## src/rtl/fpc_pkg.sv

```systemverilog
// constants for the flash protection command sequencer (host side)
// assumes an asynchronous x16 flash bus and an apb slave at 100 MHz
//
// How it works
// - exit any protection mode by writing 90 then 00 anywhere
// - lock register mode: AA/555, 55/2AA, 40/555; A0 then data; read
// - password mode: AA/555, 55/2AA, 60/555; A0 then word at its address
// - each program stores one 16-bit password portion; read offsets 00-03
// - unlock: 25, 03, four words at offsets 00-03, then 29
// - persistent mode entered with C0 at bank; A0 then 00 at block
// - guard-lock-bit mode entered by AA/555, 55/2AA, 50/555
// - in guard-lock-bit mode A0 then 00 clears the lock bit to zero
// - transient mode entered with E0; A0 then 00 protects, 01 unprotects
// - extended block mode via 88; A0 then address and data; single read
// - status and register fetches are bus reads; all else are writes
// - at least 1 us between successive password unlock commands
package fpc_pkg;
  // register offsets (byte addresses)
  localparam logic [7:0] CTRL_OFS = 8'h00;
  localparam logic [7:0] ADDR_OFS = 8'h04;
  localparam logic [7:0] DATA_OFS = 8'h08;
  localparam logic [7:0] STAT_OFS = 8'h0C;
  localparam logic [7:0] RDAT_OFS = 8'h10;
  localparam logic [7:0] RST_OFS  = 8'h14;
  // command codes written to ctrl[3:0]
  typedef enum logic [3:0] {
    OP_ENTER_LOCKREG = 4'h0,
    OP_ENTER_PWD     = 4'h1,
    OP_ENTER_PERSIST = 4'h2,
    OP_ENTER_GLOCK   = 4'h3,
    OP_ENTER_TRANS   = 4'h4,
    OP_ENTER_EXT     = 4'h5,
    OP_EXIT          = 4'h6,
    OP_PROGRAM       = 4'h7,
    OP_CLEAR_ALL     = 4'h8,
    OP_READ1         = 4'h9,
    OP_PWD_READ      = 4'hA,
    OP_PWD_UNLOCK    = 4'hB
  } op_e;
  // flash address and data codes
  localparam logic [22:0] UNLK_A1 = 23'h00_0555;
  localparam logic [22:0] UNLK_A2 = 23'h00_02AA;
  localparam logic [15:0] UNLK_D1 = 16'h00AA;
  localparam logic [15:0] UNLK_D2 = 16'h0055;
  localparam logic [15:0] CD_LOCKREG = 16'h0040;
  localparam logic [15:0] CD_PWD     = 16'h0060;
  localparam logic [15:0] CD_PERSIST = 16'h00C0;
  localparam logic [15:0] CD_GLOCK   = 16'h0050;
  localparam logic [15:0] CD_TRANS   = 16'h00E0;
  localparam logic [15:0] CD_EXT     = 16'h0088;
  localparam logic [15:0] CD_PROG    = 16'h00A0;
  localparam logic [15:0] CD_EXIT1   = 16'h0090;
  localparam logic [15:0] CD_ZERO    = 16'h0000;
  localparam logic [15:0] CD_CLR1    = 16'h0080;
  localparam logic [15:0] CD_CLR2    = 16'h0030;
  localparam logic [15:0] CD_UNL1    = 16'h0025;
  localparam logic [15:0] CD_UNL2    = 16'h0003;
  localparam logic [15:0] CD_UNL3    = 16'h0029;
  localparam logic [22:0] ADR_ZERO   = 23'h00_0000;
  // bus cycle timing, in pclk cycles per phase
  localparam int unsigned PHASE_CYC = 4;
  // spacing between password unlock commands
  localparam int unsigned UNLOCK_GAP_NS = 1000;
  localparam int unsigned CLK_NS = 10;
  localparam int unsigned UNLOCK_GAP_CYC =
    (UNLOCK_GAP_NS + CLK_NS - 1) / CLK_NS;
endpackage : fpc_pkg

```

## src/rtl/fpc_host.sv

```systemverilog
// host sequencer that issues flash protection command sets on flash pins
// assumes an async x16 flash; apb slave with zero wait states
`timescale 1ns/1ps
module fpc_host
  import fpc_pkg::*;
(
  // apb
  input  wire logic        pclk,
  input  wire logic        presetn,
  input  wire logic        psel,
  input  wire logic        penable,
  input  wire logic        pwrite,
  input  wire logic [7:0]  paddr,
  input  wire logic [31:0] pwdata,
  output logic      [31:0] prdata,
  output logic             pready,
  output logic             pslverr,
  // flash bus
  output logic      [22:0] fl_addr,
  input  wire logic [15:0] fl_dq_in,
  output logic      [15:0] fl_dq_out,
  output logic             fl_dq_oe,
  output logic             fl_ce_n,
  output logic             fl_oe_n,
  output logic             fl_we_n,
  output logic             fl_rst_n
);
  typedef enum logic [2:0] {
    S_IDLE  = 3'b000,
    S_SETUP = 3'b001,
    S_STRB  = 3'b010,
    S_HOLD  = 3'b011,
    S_NEXT  = 3'b100
  } st_e;

  st_e          st_q;
  logic [3:0]   op_q;
  logic [2:0]   idx_q;
  logic [2:0]   len_q;
  logic [2:0]   cnt_q;
  logic [22:0]  arg_addr_q;
  logic [63:0]  arg_data_q;
  logic [63:0]  rdat_q;
  logic         busy_q;
  logic         rst_req_q;
  logic [7:0]   rst_cnt_q;
  logic [15:0]  gap_q;
  logic         gap_wait_q;
  logic [15:0]  dq_s1_q;
  logic [15:0]  dq_s2_q;
  logic         wr_en;
  logic         rd_en;
  logic         cyc_rd;
  logic [22:0]  cyc_addr;
  logic [15:0]  cyc_data;

  // step table: length of each command, in bus cycles
  function automatic logic [2:0] op_len(input logic [3:0] op);
    unique case (op)
      OP_ENTER_LOCKREG, OP_ENTER_PWD, OP_ENTER_PERSIST,
      OP_ENTER_GLOCK, OP_ENTER_TRANS, OP_ENTER_EXT: op_len = 3'd3;
      OP_EXIT, OP_PROGRAM, OP_CLEAR_ALL: op_len = 3'd2;
      OP_READ1: op_len = 3'd1;
      OP_PWD_READ: op_len = 3'd4;
      OP_PWD_UNLOCK: op_len = 3'd7;
      default: op_len = 3'd0;
    endcase
  endfunction : op_len

  function automatic logic [15:0] enter_code(input logic [3:0] op);
    unique case (op)
      OP_ENTER_LOCKREG: enter_code = CD_LOCKREG;
      OP_ENTER_PWD:     enter_code = CD_PWD;
      OP_ENTER_PERSIST: enter_code = CD_PERSIST;
      OP_ENTER_GLOCK:   enter_code = CD_GLOCK;
      OP_ENTER_TRANS:   enter_code = CD_TRANS;
      default:          enter_code = CD_EXT;
    endcase
  endfunction : enter_code

  // the word of the current step: address, data and direction
  always_comb
  begin
    cyc_rd   = 1'b0;
    cyc_addr = arg_addr_q;
    cyc_data = CD_ZERO;
    unique case (op_q)
      OP_EXIT:
        cyc_data = (idx_q == 3'd0) ? CD_EXIT1 : CD_ZERO;
      OP_PROGRAM:
        cyc_data = (idx_q == 3'd0) ? CD_PROG : arg_data_q[15:0];
      OP_CLEAR_ALL:
      begin
        cyc_addr = ADR_ZERO;
        cyc_data = (idx_q == 3'd0) ? CD_CLR1 : CD_CLR2;
      end
      OP_READ1:
        cyc_rd = 1'b1;
      OP_PWD_READ:
      begin
        cyc_rd   = 1'b1;
        cyc_addr = {20'h0_0000, idx_q};
      end
      OP_PWD_UNLOCK:
      begin
        // offsets 00,00,00,01,02,03,00 carry 25,03,words,29
        cyc_addr = (idx_q >= 3'd2 && idx_q <= 3'd5) ?
                   {20'h0_0000, idx_q - 3'd2} : ADR_ZERO;
        if (idx_q == 3'd0)
          cyc_data = CD_UNL1;
        else if (idx_q == 3'd1)
          cyc_data = CD_UNL2;
        else if (idx_q == 3'd6)
          cyc_data = CD_UNL3;
        else
          cyc_data = arg_data_q[16*(idx_q-3'd2) +: 16];
      end
      default:
      begin
        // three-cycle entry: 555/AA, 2AA/55, bank|555/code
        if (idx_q == 3'd0)
        begin
          cyc_addr = UNLK_A1;
          cyc_data = UNLK_D1;
        end
        else if (idx_q == 3'd1)
        begin
          cyc_addr = UNLK_A2;
          cyc_data = UNLK_D2;
        end
        else
        begin
          cyc_addr = arg_addr_q | UNLK_A1;        // bank bits kept
          cyc_data = enter_code(op_q);
        end
      end
    endcase
  end

  assign wr_en = psel && penable && pwrite;
  assign rd_en = psel && !penable && !pwrite;

  // apb register writes and command launch
  always_ff @(posedge pclk or negedge presetn)
  begin
    if (!presetn)
    begin
      op_q       <= 4'h0;
      arg_addr_q <= 23'h00_0000;
      arg_data_q <= 64'h0000_0000_0000_0000;
      busy_q     <= 1'b0;
      rst_req_q  <= 1'b0;
    end
    else
    begin
      rst_req_q <= 1'b0;
      if (wr_en && paddr == ADDR_OFS)
        arg_addr_q <= pwdata[22:0];
      if (wr_en && paddr == DATA_OFS)
        arg_data_q <= {arg_data_q[31:0], pwdata};
      if (wr_en && paddr == RST_OFS)
        rst_req_q <= 1'b1;
      if (wr_en && paddr == CTRL_OFS && !busy_q
          && op_len(pwdata[3:0]) != 3'd0)
      begin
        op_q   <= pwdata[3:0];
        busy_q <= 1'b1;
      end
      else if (st_q == S_NEXT && idx_q + 3'd1 == len_q)
        busy_q <= 1'b0;
    end
  end

  // apb read side: one cycle answer, zero wait states
  always_ff @(posedge pclk or negedge presetn)
  begin
    if (!presetn)
      prdata <= 32'h0000_0000;
    else if (rd_en)
      unique case (paddr)
        CTRL_OFS: prdata <= {28'h000_0000, op_q};
        ADDR_OFS: prdata <= {9'h000, arg_addr_q};
        DATA_OFS: prdata <= arg_data_q[31:0];
        STAT_OFS: prdata <= {30'h0000_0000, gap_wait_q, busy_q};
        RDAT_OFS: prdata <= rdat_q[31:0];
        RST_OFS:  prdata <= rdat_q[63:32];
        default:  prdata <= 32'h0000_0000;
      endcase
  end

  always_ff @(posedge pclk or negedge presetn)
  begin
    if (!presetn)
    begin
      pready  <= 1'b0;
      pslverr <= 1'b0;
    end
    else
    begin
      pready  <= psel && !penable;
      pslverr <= psel && !penable && paddr > RST_OFS;
    end
  end

  // two-flop sync of the data pins before capture
  always_ff @(posedge pclk or negedge presetn)
  begin
    if (!presetn)
    begin
      dq_s1_q <= 16'h0000;
      dq_s2_q <= 16'h0000;
    end
    else
    begin
      dq_s1_q <= fl_dq_in;
      dq_s2_q <= dq_s1_q;
    end
  end

  // bus cycle sequencer: setup, strobe, hold per step
  always_ff @(posedge pclk or negedge presetn)
  begin
    if (!presetn)
    begin
      st_q  <= S_IDLE;
      idx_q <= 3'd0;
      cnt_q <= 3'd0;
      len_q <= 3'd0;
    end
    else
      unique case (st_q)
        S_IDLE:
          if (busy_q && !(op_q == OP_PWD_UNLOCK && gap_wait_q))
          begin
            st_q  <= S_SETUP;
            idx_q <= 3'd0;
            len_q <= op_len(op_q);
            cnt_q <= 3'd0;
          end
        S_SETUP, S_STRB, S_HOLD:
          if (cnt_q == 3'(PHASE_CYC - 1))
          begin
            cnt_q <= 3'd0;
            st_q  <= (st_q == S_SETUP) ? S_STRB :
                     (st_q == S_STRB) ? S_HOLD : S_NEXT;
          end
          else
            cnt_q <= cnt_q + 3'd1;
        S_NEXT:
          if (idx_q + 3'd1 == len_q)
            st_q <= S_IDLE;
          else
          begin
            idx_q <= idx_q + 3'd1;
            st_q  <= S_SETUP;
          end
      endcase
  end

  // capture read words; the synced data is sampled at strobe end
  always_ff @(posedge pclk or negedge presetn)
  begin
    if (!presetn)
      rdat_q <= 64'h0000_0000_0000_0000;
    else if (st_q == S_HOLD && cnt_q == 3'd0 && cyc_rd)
      rdat_q[16*idx_q[1:0] +: 16] <= dq_s2_q;
  end

  // unlock spacing timer, restarted by each unlock
  always_ff @(posedge pclk or negedge presetn)
  begin
    if (!presetn)
    begin
      gap_q      <= 16'h0000;
      gap_wait_q <= 1'b0;
    end
    else if (st_q == S_NEXT && op_q == OP_PWD_UNLOCK
             && idx_q + 3'd1 == len_q)
    begin
      gap_q      <= 16'(UNLOCK_GAP_CYC);
      gap_wait_q <= 1'b1;
    end
    else if (gap_q != 16'h0000)
      gap_q <= gap_q - 16'h0001;
    else
      gap_wait_q <= 1'b0;
  end

  // flash pins, all from flops
  always_ff @(posedge pclk or negedge presetn)
  begin
    if (!presetn)
    begin
      fl_addr   <= 23'h00_0000;
      fl_dq_out <= 16'h0000;
      fl_dq_oe  <= 1'b0;
      fl_ce_n   <= 1'b1;
      fl_oe_n   <= 1'b1;
      fl_we_n   <= 1'b1;
      fl_rst_n  <= 1'b0;
    end
    else
    begin
      fl_rst_n  <= !rst_req_q;
      fl_addr   <= cyc_addr;
      fl_dq_out <= cyc_data;
      fl_dq_oe  <= (st_q != S_IDLE) && !cyc_rd;
      fl_ce_n   <= !(st_q == S_SETUP || st_q == S_STRB || st_q == S_HOLD);
      fl_we_n   <= !(st_q == S_STRB && !cyc_rd);
      fl_oe_n   <= !((st_q == S_STRB || st_q == S_HOLD) && cyc_rd);
    end
  end

  // a_ assertions
  a_we_oe_excl : assert property (@(posedge pclk) disable iff (!presetn)
    !(!fl_we_n && !fl_oe_n))
    else $error("write and output enable both low");
  a_we_hold : assert property (@(posedge pclk) disable iff (!presetn)
    $fell(fl_we_n) |-> !fl_we_n [*4] ##1 fl_we_n)
    else $error("write strobe width wrong");
  a_unlock_gap : assert property (@(posedge pclk) disable iff (!presetn)
    $rose(gap_wait_q) |-> !(st_q == S_SETUP && op_q == OP_PWD_UNLOCK)
    [*8])
    else $error("unlock issued inside gap");
  a_unlock_space : assert property (@(posedge pclk) disable iff (!presetn)
    (st_q == S_IDLE && op_q == OP_PWD_UNLOCK && gap_q != 16'h0000)
    |=> st_q == S_IDLE)
    else $error("unlock started before spacing ran out");
  a_rd_no_drive : assert property (@(posedge pclk) disable iff (!presetn)
    !fl_oe_n |-> !fl_dq_oe)
    else $error("pins driven during read");
  a_pready_one : assert property (@(posedge pclk) disable iff (!presetn)
    (psel && !penable) |=> pready)
    else $error("apb answer late");
  a_rst_pulse : assert property (@(posedge pclk) disable iff (!presetn)
    (wr_en && paddr == RST_OFS) |-> ##2 !fl_rst_n)
    else $error("reset pin not pulsed");
  a_exit_code : assert property (@(posedge pclk) disable iff (!presetn)
    (op_q == OP_EXIT && st_q == S_STRB && idx_q == 3'd0)
    |=> fl_dq_out == CD_EXIT1)
    else $error("exit code wrong");
  a_unlock_tail : assert property (@(posedge pclk) disable iff (!presetn)
    (op_q == OP_PWD_UNLOCK && st_q == S_STRB && idx_q == 3'd6)
    |=> fl_dq_out == CD_UNL3 && fl_addr == ADR_ZERO)
    else $error("unlock tail wrong");
endmodule : fpc_host

```

## config.mk

```make
export PLATFORM = sky130hd
export DESIGN_NAME = fpc_host
export DESIGN_NICKNAME = d
export VERILOG_FILES = /design/src/rtl/fpc_pkg.sv /design/src/rtl/fpc_host.sv
export SDC_FILE = /design/constraint.sdc
export NUM_CORES = 1
export LEC_CHECK = 0
export ABC_AREA = 1
export BUFFER_PORTS_ARGS = -buffer_cell sky130_fd_sc_hd__buf_4
export CORE_ASPECT_RATIO = 0.7
export CORE_MARGIN = 3
export CORE_UTILIZATION = 30
export CTS_BUF_LIST = sky130_fd_sc_hd__clkbuf_4 sky130_fd_sc_hd__clkbuf_8
export CTS_CLUSTER_SIZE = 14
export DETAILED_ROUTE_END_ITERATION = 6
export GPL_TIMING_DRIVEN = 1
export RECOVER_POWER = 25
export SKIP_CTS_REPAIR_TIMING = 1
export SLEW_MARGIN = 40
export SYNTH_ARGS = -nofsm -noshare
export SYNTH_HDL_FRONTEND = slang
export SYNTH_SLANG_ARGS = --single-unit
```

## constraint.sdc

```tcl
create_clock -name pclk -period 5.8 [get_ports pclk]
set_input_delay 0.58 -clock pclk [delete_from_list [all_inputs] [get_ports pclk]]
set_output_delay 0.58 -clock pclk [all_outputs]
set_load 0.05 [all_outputs]
```

* Yosys cells after proc, flatten, opt, wreduce, memory -nomap -nowiden
Memories as Yosys holds them, arrays and structs flattened. A register that Yosys moved wholly into a read port is not among the register bits.
Index checks and enable logic that the tools add are counted.
** Storage, ports and cells
- Register bits :: 293
- Bits in read-only memories :: 96
- Memories kept :: 2
** Cells by class
- Add/subtract/negate cells :: 6
- Mux-type cells :: 35
- Equality and inequality tests :: 27
- Reductions and logical operators :: 54
- Shift-type cells :: 3
- $lt $le $gt $ge :: 3
** Memory list
- (name not given) :: depth 16, width 3, rd ports 1, clocked after Yosys merged registers in 1, wr ports 0, RTL line fpc_host.sv:59 : unique case (op)
- (name not given) :: depth 16, width 3, rd ports 1, clocked after Yosys merged registers in 0, wr ports 0, RTL line fpc_host.sv:59
** Operators by type and width (count)
- one-hot mux 32 bit (6 select lines) :: 1
- 2-to-1 mux 16 bit :: 6
- one-hot mux 23 bit (4 select lines) :: 1
- one-hot mux 16 bit (5 select lines) :: 1
- bitwise mux 64 bit :: 1
- variable shift 16 x 34 -> 64 bit (first input constant) :: 1
- indexed part select 16 x 34 -> 64 bit :: 1
- indexed part select 64 x 33 -> 16 bit :: 1
- 2-to-1 mux 23 bit :: 2
- one-hot mux 8 bit (5 select lines) :: 1
- negator 6 -> 34 bit :: 1
- 2-to-1 mux 8 bit :: 4
- 2-to-1 mux 3 bit :: 8
- logical AND 1 bit :: 22
- == test 4 bit (second input constant) :: 4
- == test 8 x 4 -> 1 bit (second input constant) :: 2
- == test 8 x 5 -> 1 bit (second input constant) :: 2
- nonzero test 16 bit :: 1
- subtractor 16 x 1 -> 16 bit (second input constant) :: 1
- == test 4 x 3 -> 1 bit (second input constant) :: 3
- one-hot mux 3 bit (2 select lines) :: 2
- zero test 1 bit :: 10
- == test 3 x 2 -> 1 bit (second input constant) :: 3
- zero test 3 bit :: 3
- 24 further kinds :: 46

* Depth between registers and ports, before layout
- Depth after elaboration :: 6
- Depth in mapped cells :: 13
- Depth with buffers taken out :: 11

* Least setup slack after synthesis
No wires, ideal clock.
- Path kind :: reg2reg
- Start point :: register idx_q[0]
- End point :: register gap_q[14]
- Slack :: 3.462 ns
- Setup time :: 0.133 ns
- Data arrival time :: 2.205 ns
- Stages on the path, launching flop included :: 14
- Cells stage by stage :: dfrtp_1 inv_1 clkbuf_1 buf_1 ha_1 clkinv_1 nand2_1 nand2_1 nand2_1 nor2_2 nand2_2 buf_4 nand3_1 nor2_1
** Between the ends
- Longest elaborated chain between the ends :: 4
- Elaborated cells on any way between the ends :: 5
- Those cells by class :: add/sub: 1; eq/ne: 1; mux: 1; reduce/logical: 2
** RTL lines
- from (decl) :: RTL line fpc_host.sv:38 : logic [2:0] idx_q;
- from (signal assigned) :: RTL line fpc_host.sv:254 : idx_q <= idx_q + 3'd1;
- adder 3 x 1 -> 3 bit * :: RTL line fpc_host.sv:278 : && idx_q + 3'd1 == len_q)
- == test 3 bit * :: RTL line fpc_host.sv:278
- logical AND 1 bit * :: RTL line fpc_host.sv:278
- 2-to-1 mux 16 bit or nonzero test 2 bit (tied branches)
- to (signal assigned) :: RTL line fpc_host.sv:280 : gap_q <= 16'(UNLOCK_GAP_CYC);
- to (signal assigned) :: RTL line fpc_host.sv:284 : gap_q <= gap_q - 16'h0001;
- to (decl) :: RTL line fpc_host.sv:47 : logic [15:0] gap_q;
Every way passes the cells marked *; elsewhere a longest branch is shown, timed or not.
A chain may end at the register's enable or synchronous reset.

* Worst setup path in the final report
- Start point :: register idx_q[1]
- End point :: register fl_addr[2]
** Between the ends
- Longest elaborated chain between the ends :: 4
- Elaborated cells on any way between the ends :: 10
- Those cells by class :: add/sub: 1; order compare: 2; eq/ne: 1; mux: 4; reduce/logical: 2
** RTL lines
- greater-or-equal comparator 3 x 2 -> 1 bit, or another cell as far along :: RTL line fpc_host.sv:107 : cyc_addr = (idx_q >= 3'd2 && idx_q <= 3'd5) ?
- logical AND 1 bit or 2-to-1 mux 23 bit (tied branches) :: RTL line fpc_host.sv:107, fpc_host.sv:126
- 2-to-1 mux 3 bit or 2-to-1 mux 23 bit (tied branches) :: RTL line fpc_host.sv:107, fpc_host.sv:121
- one-hot mux 23 bit (4 select lines) * :: RTL line fpc_host.sv:87 : unique case (op_q)
- net cyc_addr[2] :: RTL line fpc_host.sv:54 : logic [22:0] cyc_addr;
- to (signal assigned) :: RTL line fpc_host.sv:305 : fl_addr <= cyc_addr;
- to (decl) :: RTL line fpc_host.sv:19 : output logic [22:0] fl_addr,
The timed path passes the listed nets; every way through them passes the cells marked *.

==> qor.yml <==
outcome:
  status: "finished, violations left"
  failed_checks: "max-capacitance violations, max-slew violations"
power_and_ir_drop:
  vdd.ir_drop.worst_mv: 0.132
  clkPwrFrac_pct: 37.3
  p_per_area_mw_per_mm2: 316
  p_switching_uw: 1730
  switching_share_pct: 33.4
  leakage_uw: 0.00821
  comb_power_share_pct: 19.9
  power.internal_uw: 3440
  seqPwrFrac_pct: 42.8
yosys:
  yosysSeqAreaShare_pct: 53.8
  syn_nets: 1774
  synth_edf_count: 0
  ys_top_cells_by_area: "dfrtp_1 53%, nand2_1 14%, nand3_1 7.1%, o21ai_0 4.5%, inv_1 3.7%"
  synth.distinct_cells: 36
  postSynthAreaPerCell_um2: 8.12
  async_flop_share_pct: 100
  synth_top_area_share_pct: 53.2
  syn_inst: 1697
  synth_seq_cells: 296
  yosysTopAreaCell: "dfrtp_1"
  yosysWarnings: 0
  synthFlopType: "dfrtp_1"
  synth_area_mm2: 0.0138
timing:
  hold_violations: 0
  setup_viol: 0
  fin_crit_sh_pct: 75.1
  tightest_slew_ns: 3.73
  max_freq_mhz: 230
  fin_crit_ns: 4.36
  holdWs_ns: 0.125
  fin_setup_tns_ns: 0
  slew_headroom_pct: -148
  finalClockSkew_ns: 0.0274
  slew_violations: 64
  rsz0062_at_grt: "false"
setup_path:
  arrival_ns: 4.80
  worstSetupPathType: "flop to flop"
  path_cells: "inv_1, ha_1, inv_1, nor2_1, clkinv_1, o21ai_2, nand3_1"
  worstPathRequired_ns: 6.24
  critical-path-top-delay-family: "buffers and inverters"
  worstPathMaxFanout: 24
  r2r_cells: 7
  worst_path_max_delay_cell: "clkinv_1"
  slowest_delay_ns: 0.82
  cp-end-kind: "flop"
  cp.buffers_inverters: 3
  cp-start-kind: "flop"
  crit_top_cell: "inv_1"
  path_depth: 7
clocking:
  cts-root-buf: "clkbuf_8"
  cts_tree: "built"
  numCtsBuffers: 49
  htree_levels: 2
  cts.path.max_buffers: 3
  clk_latency_ns: 0.60
  clock_sinks: 296
  clk_pin_slew_worst_paths_ns: 0.06
global_route:
  grt_max_degree: 111
  grt_usage_pct: 18.4
  grt_pass1_wl_um: 69000
  antenna_found_initial: 0
  globalRouteOverflowTotal: 0
  grt_pass1_vias: 11659
cells_and_area:
  multi_input_area_mm2: 0.00541
  nNetsFinal: 1896
  layout.area.seq_mm2: 0.00741
  fillCellCount: 4730
  area_delta_synth_final_pct: 18.7
  drive_gt1_share_pct: 14.9
  n_antenna_cell: 0
floorplanning:
  core_mm2: 0.0452
  die_width_um: 262
  die_height_um: 185
  initial_utilization_pct: 30.5
  boundaryPins: 139
  rows: 65
  die_area_mm2: 0.0486
detailed_routing:
  drc: 0
  ant_nets: 0
  drtPass1Iterations: 5
  viasPerCell: 4.95
  vias: 12155
  routed_wl_um: 45400
  drtIter0Drc: 1276
  wl_per_cell_um: 18.5
place:
  hpwl_um: 32100
  place.gp.congestion: 0.889
  io_buffers: 138
hold_path:
  worstHoldPathCells: 1
  min_path_type: "input pin to flop"
job:
  drv_cap: 1
[sequential cells by signal, summed over array words and instances, names as in the netlist, 4 cells and up]
name and flops:
arg_addr_q 23, arg_data_q 64, dq_s1_q 16, dq_s2_q 16
fl_addr 23, fl_dq_out 16, gap_q 16, op_q 4
prdata 32, rdat_q 64
[area by class of cell]
cell class                 instances  share of cell area (%)
timing repair buffer             157                    7.48
multi-input combinational       1169                    33.1
clock buffer                      74                    5.69
inverter                         146                    3.35
clock inverter                     9                   0.444
sequential                       296                    45.3
tap                              603                    4.61
[layout by cell type, fill, tap and decap left out, types with 2 or more instances in the layout]
cell        n
nor2_1    117
nor3_1      6
clkinv_1    2
o21bai_1    2
ha_1       16
nand4_1    38
o21ai_0   125
dfstp_2     3
buf_4     132
clkbuf_4   32
dfrtp_1   293
nand2_1   506
or2_2       2
nand3_1   194
o22ai_1     2
clkinv_2    7
a21oi_1    42
nand3_2     2
o31ai_1     6
nor2_2      9
xnor2_1     2
nor2_4      7
inv_2       7
xor2_1      2
buf_12      2
clkbuf_8   60
o21ai_1    73
nand2_2     4
o211ai_1    7
inv_1     137
[metrics by stage]
step / area (µm²) / worst slack (ns) / instances / power, µW / util, %
detailed placement: 15300 / 1.45 / 2368 / 3260 / 33.8
global route: 16400 / 1.02 / 2454 / 5420 / 36.2
global placement: 15300 / 1.56 / 2367 / 3240 / 33.8
CTS: 16300 / 1.42 / 2451 / 5210 / 36.1
floorplan: 13800 / 3.46 / 1697 / 2880 / -
finish: 16400 / 1.44 / 2454 / 5170 / 36.2
[metal layers]
| layer | share of wire, % | GRT usage (%) |
|---|---|---|
| met4 | 2.3 | 4.91 |
| met5 | 0 | 0 |
| met3 | 8.7 | 4.66 |
| met2 | 43 | 26.7 |
| met1 | 46 | 27.0 |
[power groups by stage]
| stage | combinational [µW] | sequential, µW | clock (µW) |
|---|---|---|---|
| after floorplan | 576 | 2310 | 0 |
| after CTS | 1020 | 2210 | 1980 |
| after detailed placement | 1010 | 2250 | 0 |
| after global routing | 1130 | 2220 | 2070 |
| after global placement | 996 | 2240 | 0 |
| final | 1030 | 2210 | 1930 |
[worst register-to-register path, stage by stage (launching register included)]
cell,delay (ns)
dfrtp_1,0.63
inv_1,0.69
ha_1,0.30
inv_1,0.32
nor2_1,0.70
clkinv_1,0.82
o21ai_2,0.59
nand3_1,0.13
[logic make-up after synthesis]
| group | synth area share [%] |
|---|---|
| flops | 53.8 |
| fa+ha+maj | 1.45 |
| compound gates | 9.87 |
| buf+inv | 7.19 |
| mux | 0.0727 |
| simple gates | 27.4 |
| xor+xnor | 0.254 |
[path summary, 6_finish.rpt]
check,startpoint,end,slack (ns)
setup / recovery,idx_q[1]$_DFFE_PN0P_,fl_addr[2]$_DFF_PN0_,1.44
hold / removal,fl_dq_in[9],dq_s1_q[9]$_DFF_PN0_,0.13
setup reg to reg,idx_q[1]$_DFFE_PN0P_,fl_addr[2]$_DFF_PN0_,1.44
hold reg to reg,dq_s1_q[15]$_DFF_PN0_,dq_s2_q[15]$_DFF_PN0_,0.35
max in group asynchronous,presetn,cnt_q[2]$_DFFE_PN0P_,1.83
min in group asynchronous,presetn,rdat_q[57]$_DFFE_PN0P_,1.82
[synth_stat cells, drive strengths merged (7+ instances only)]
library cell / n
nand2: 512
dfrtp: 293
o21ai: 199
nand3: 197
inv: 144
nor2: 133
buf: 45
a21oi: 42
clkbuf: 41
nand4: 38
ha: 16
o211ai: 7
Note: power is estimated with default switching activity, not from simulation.
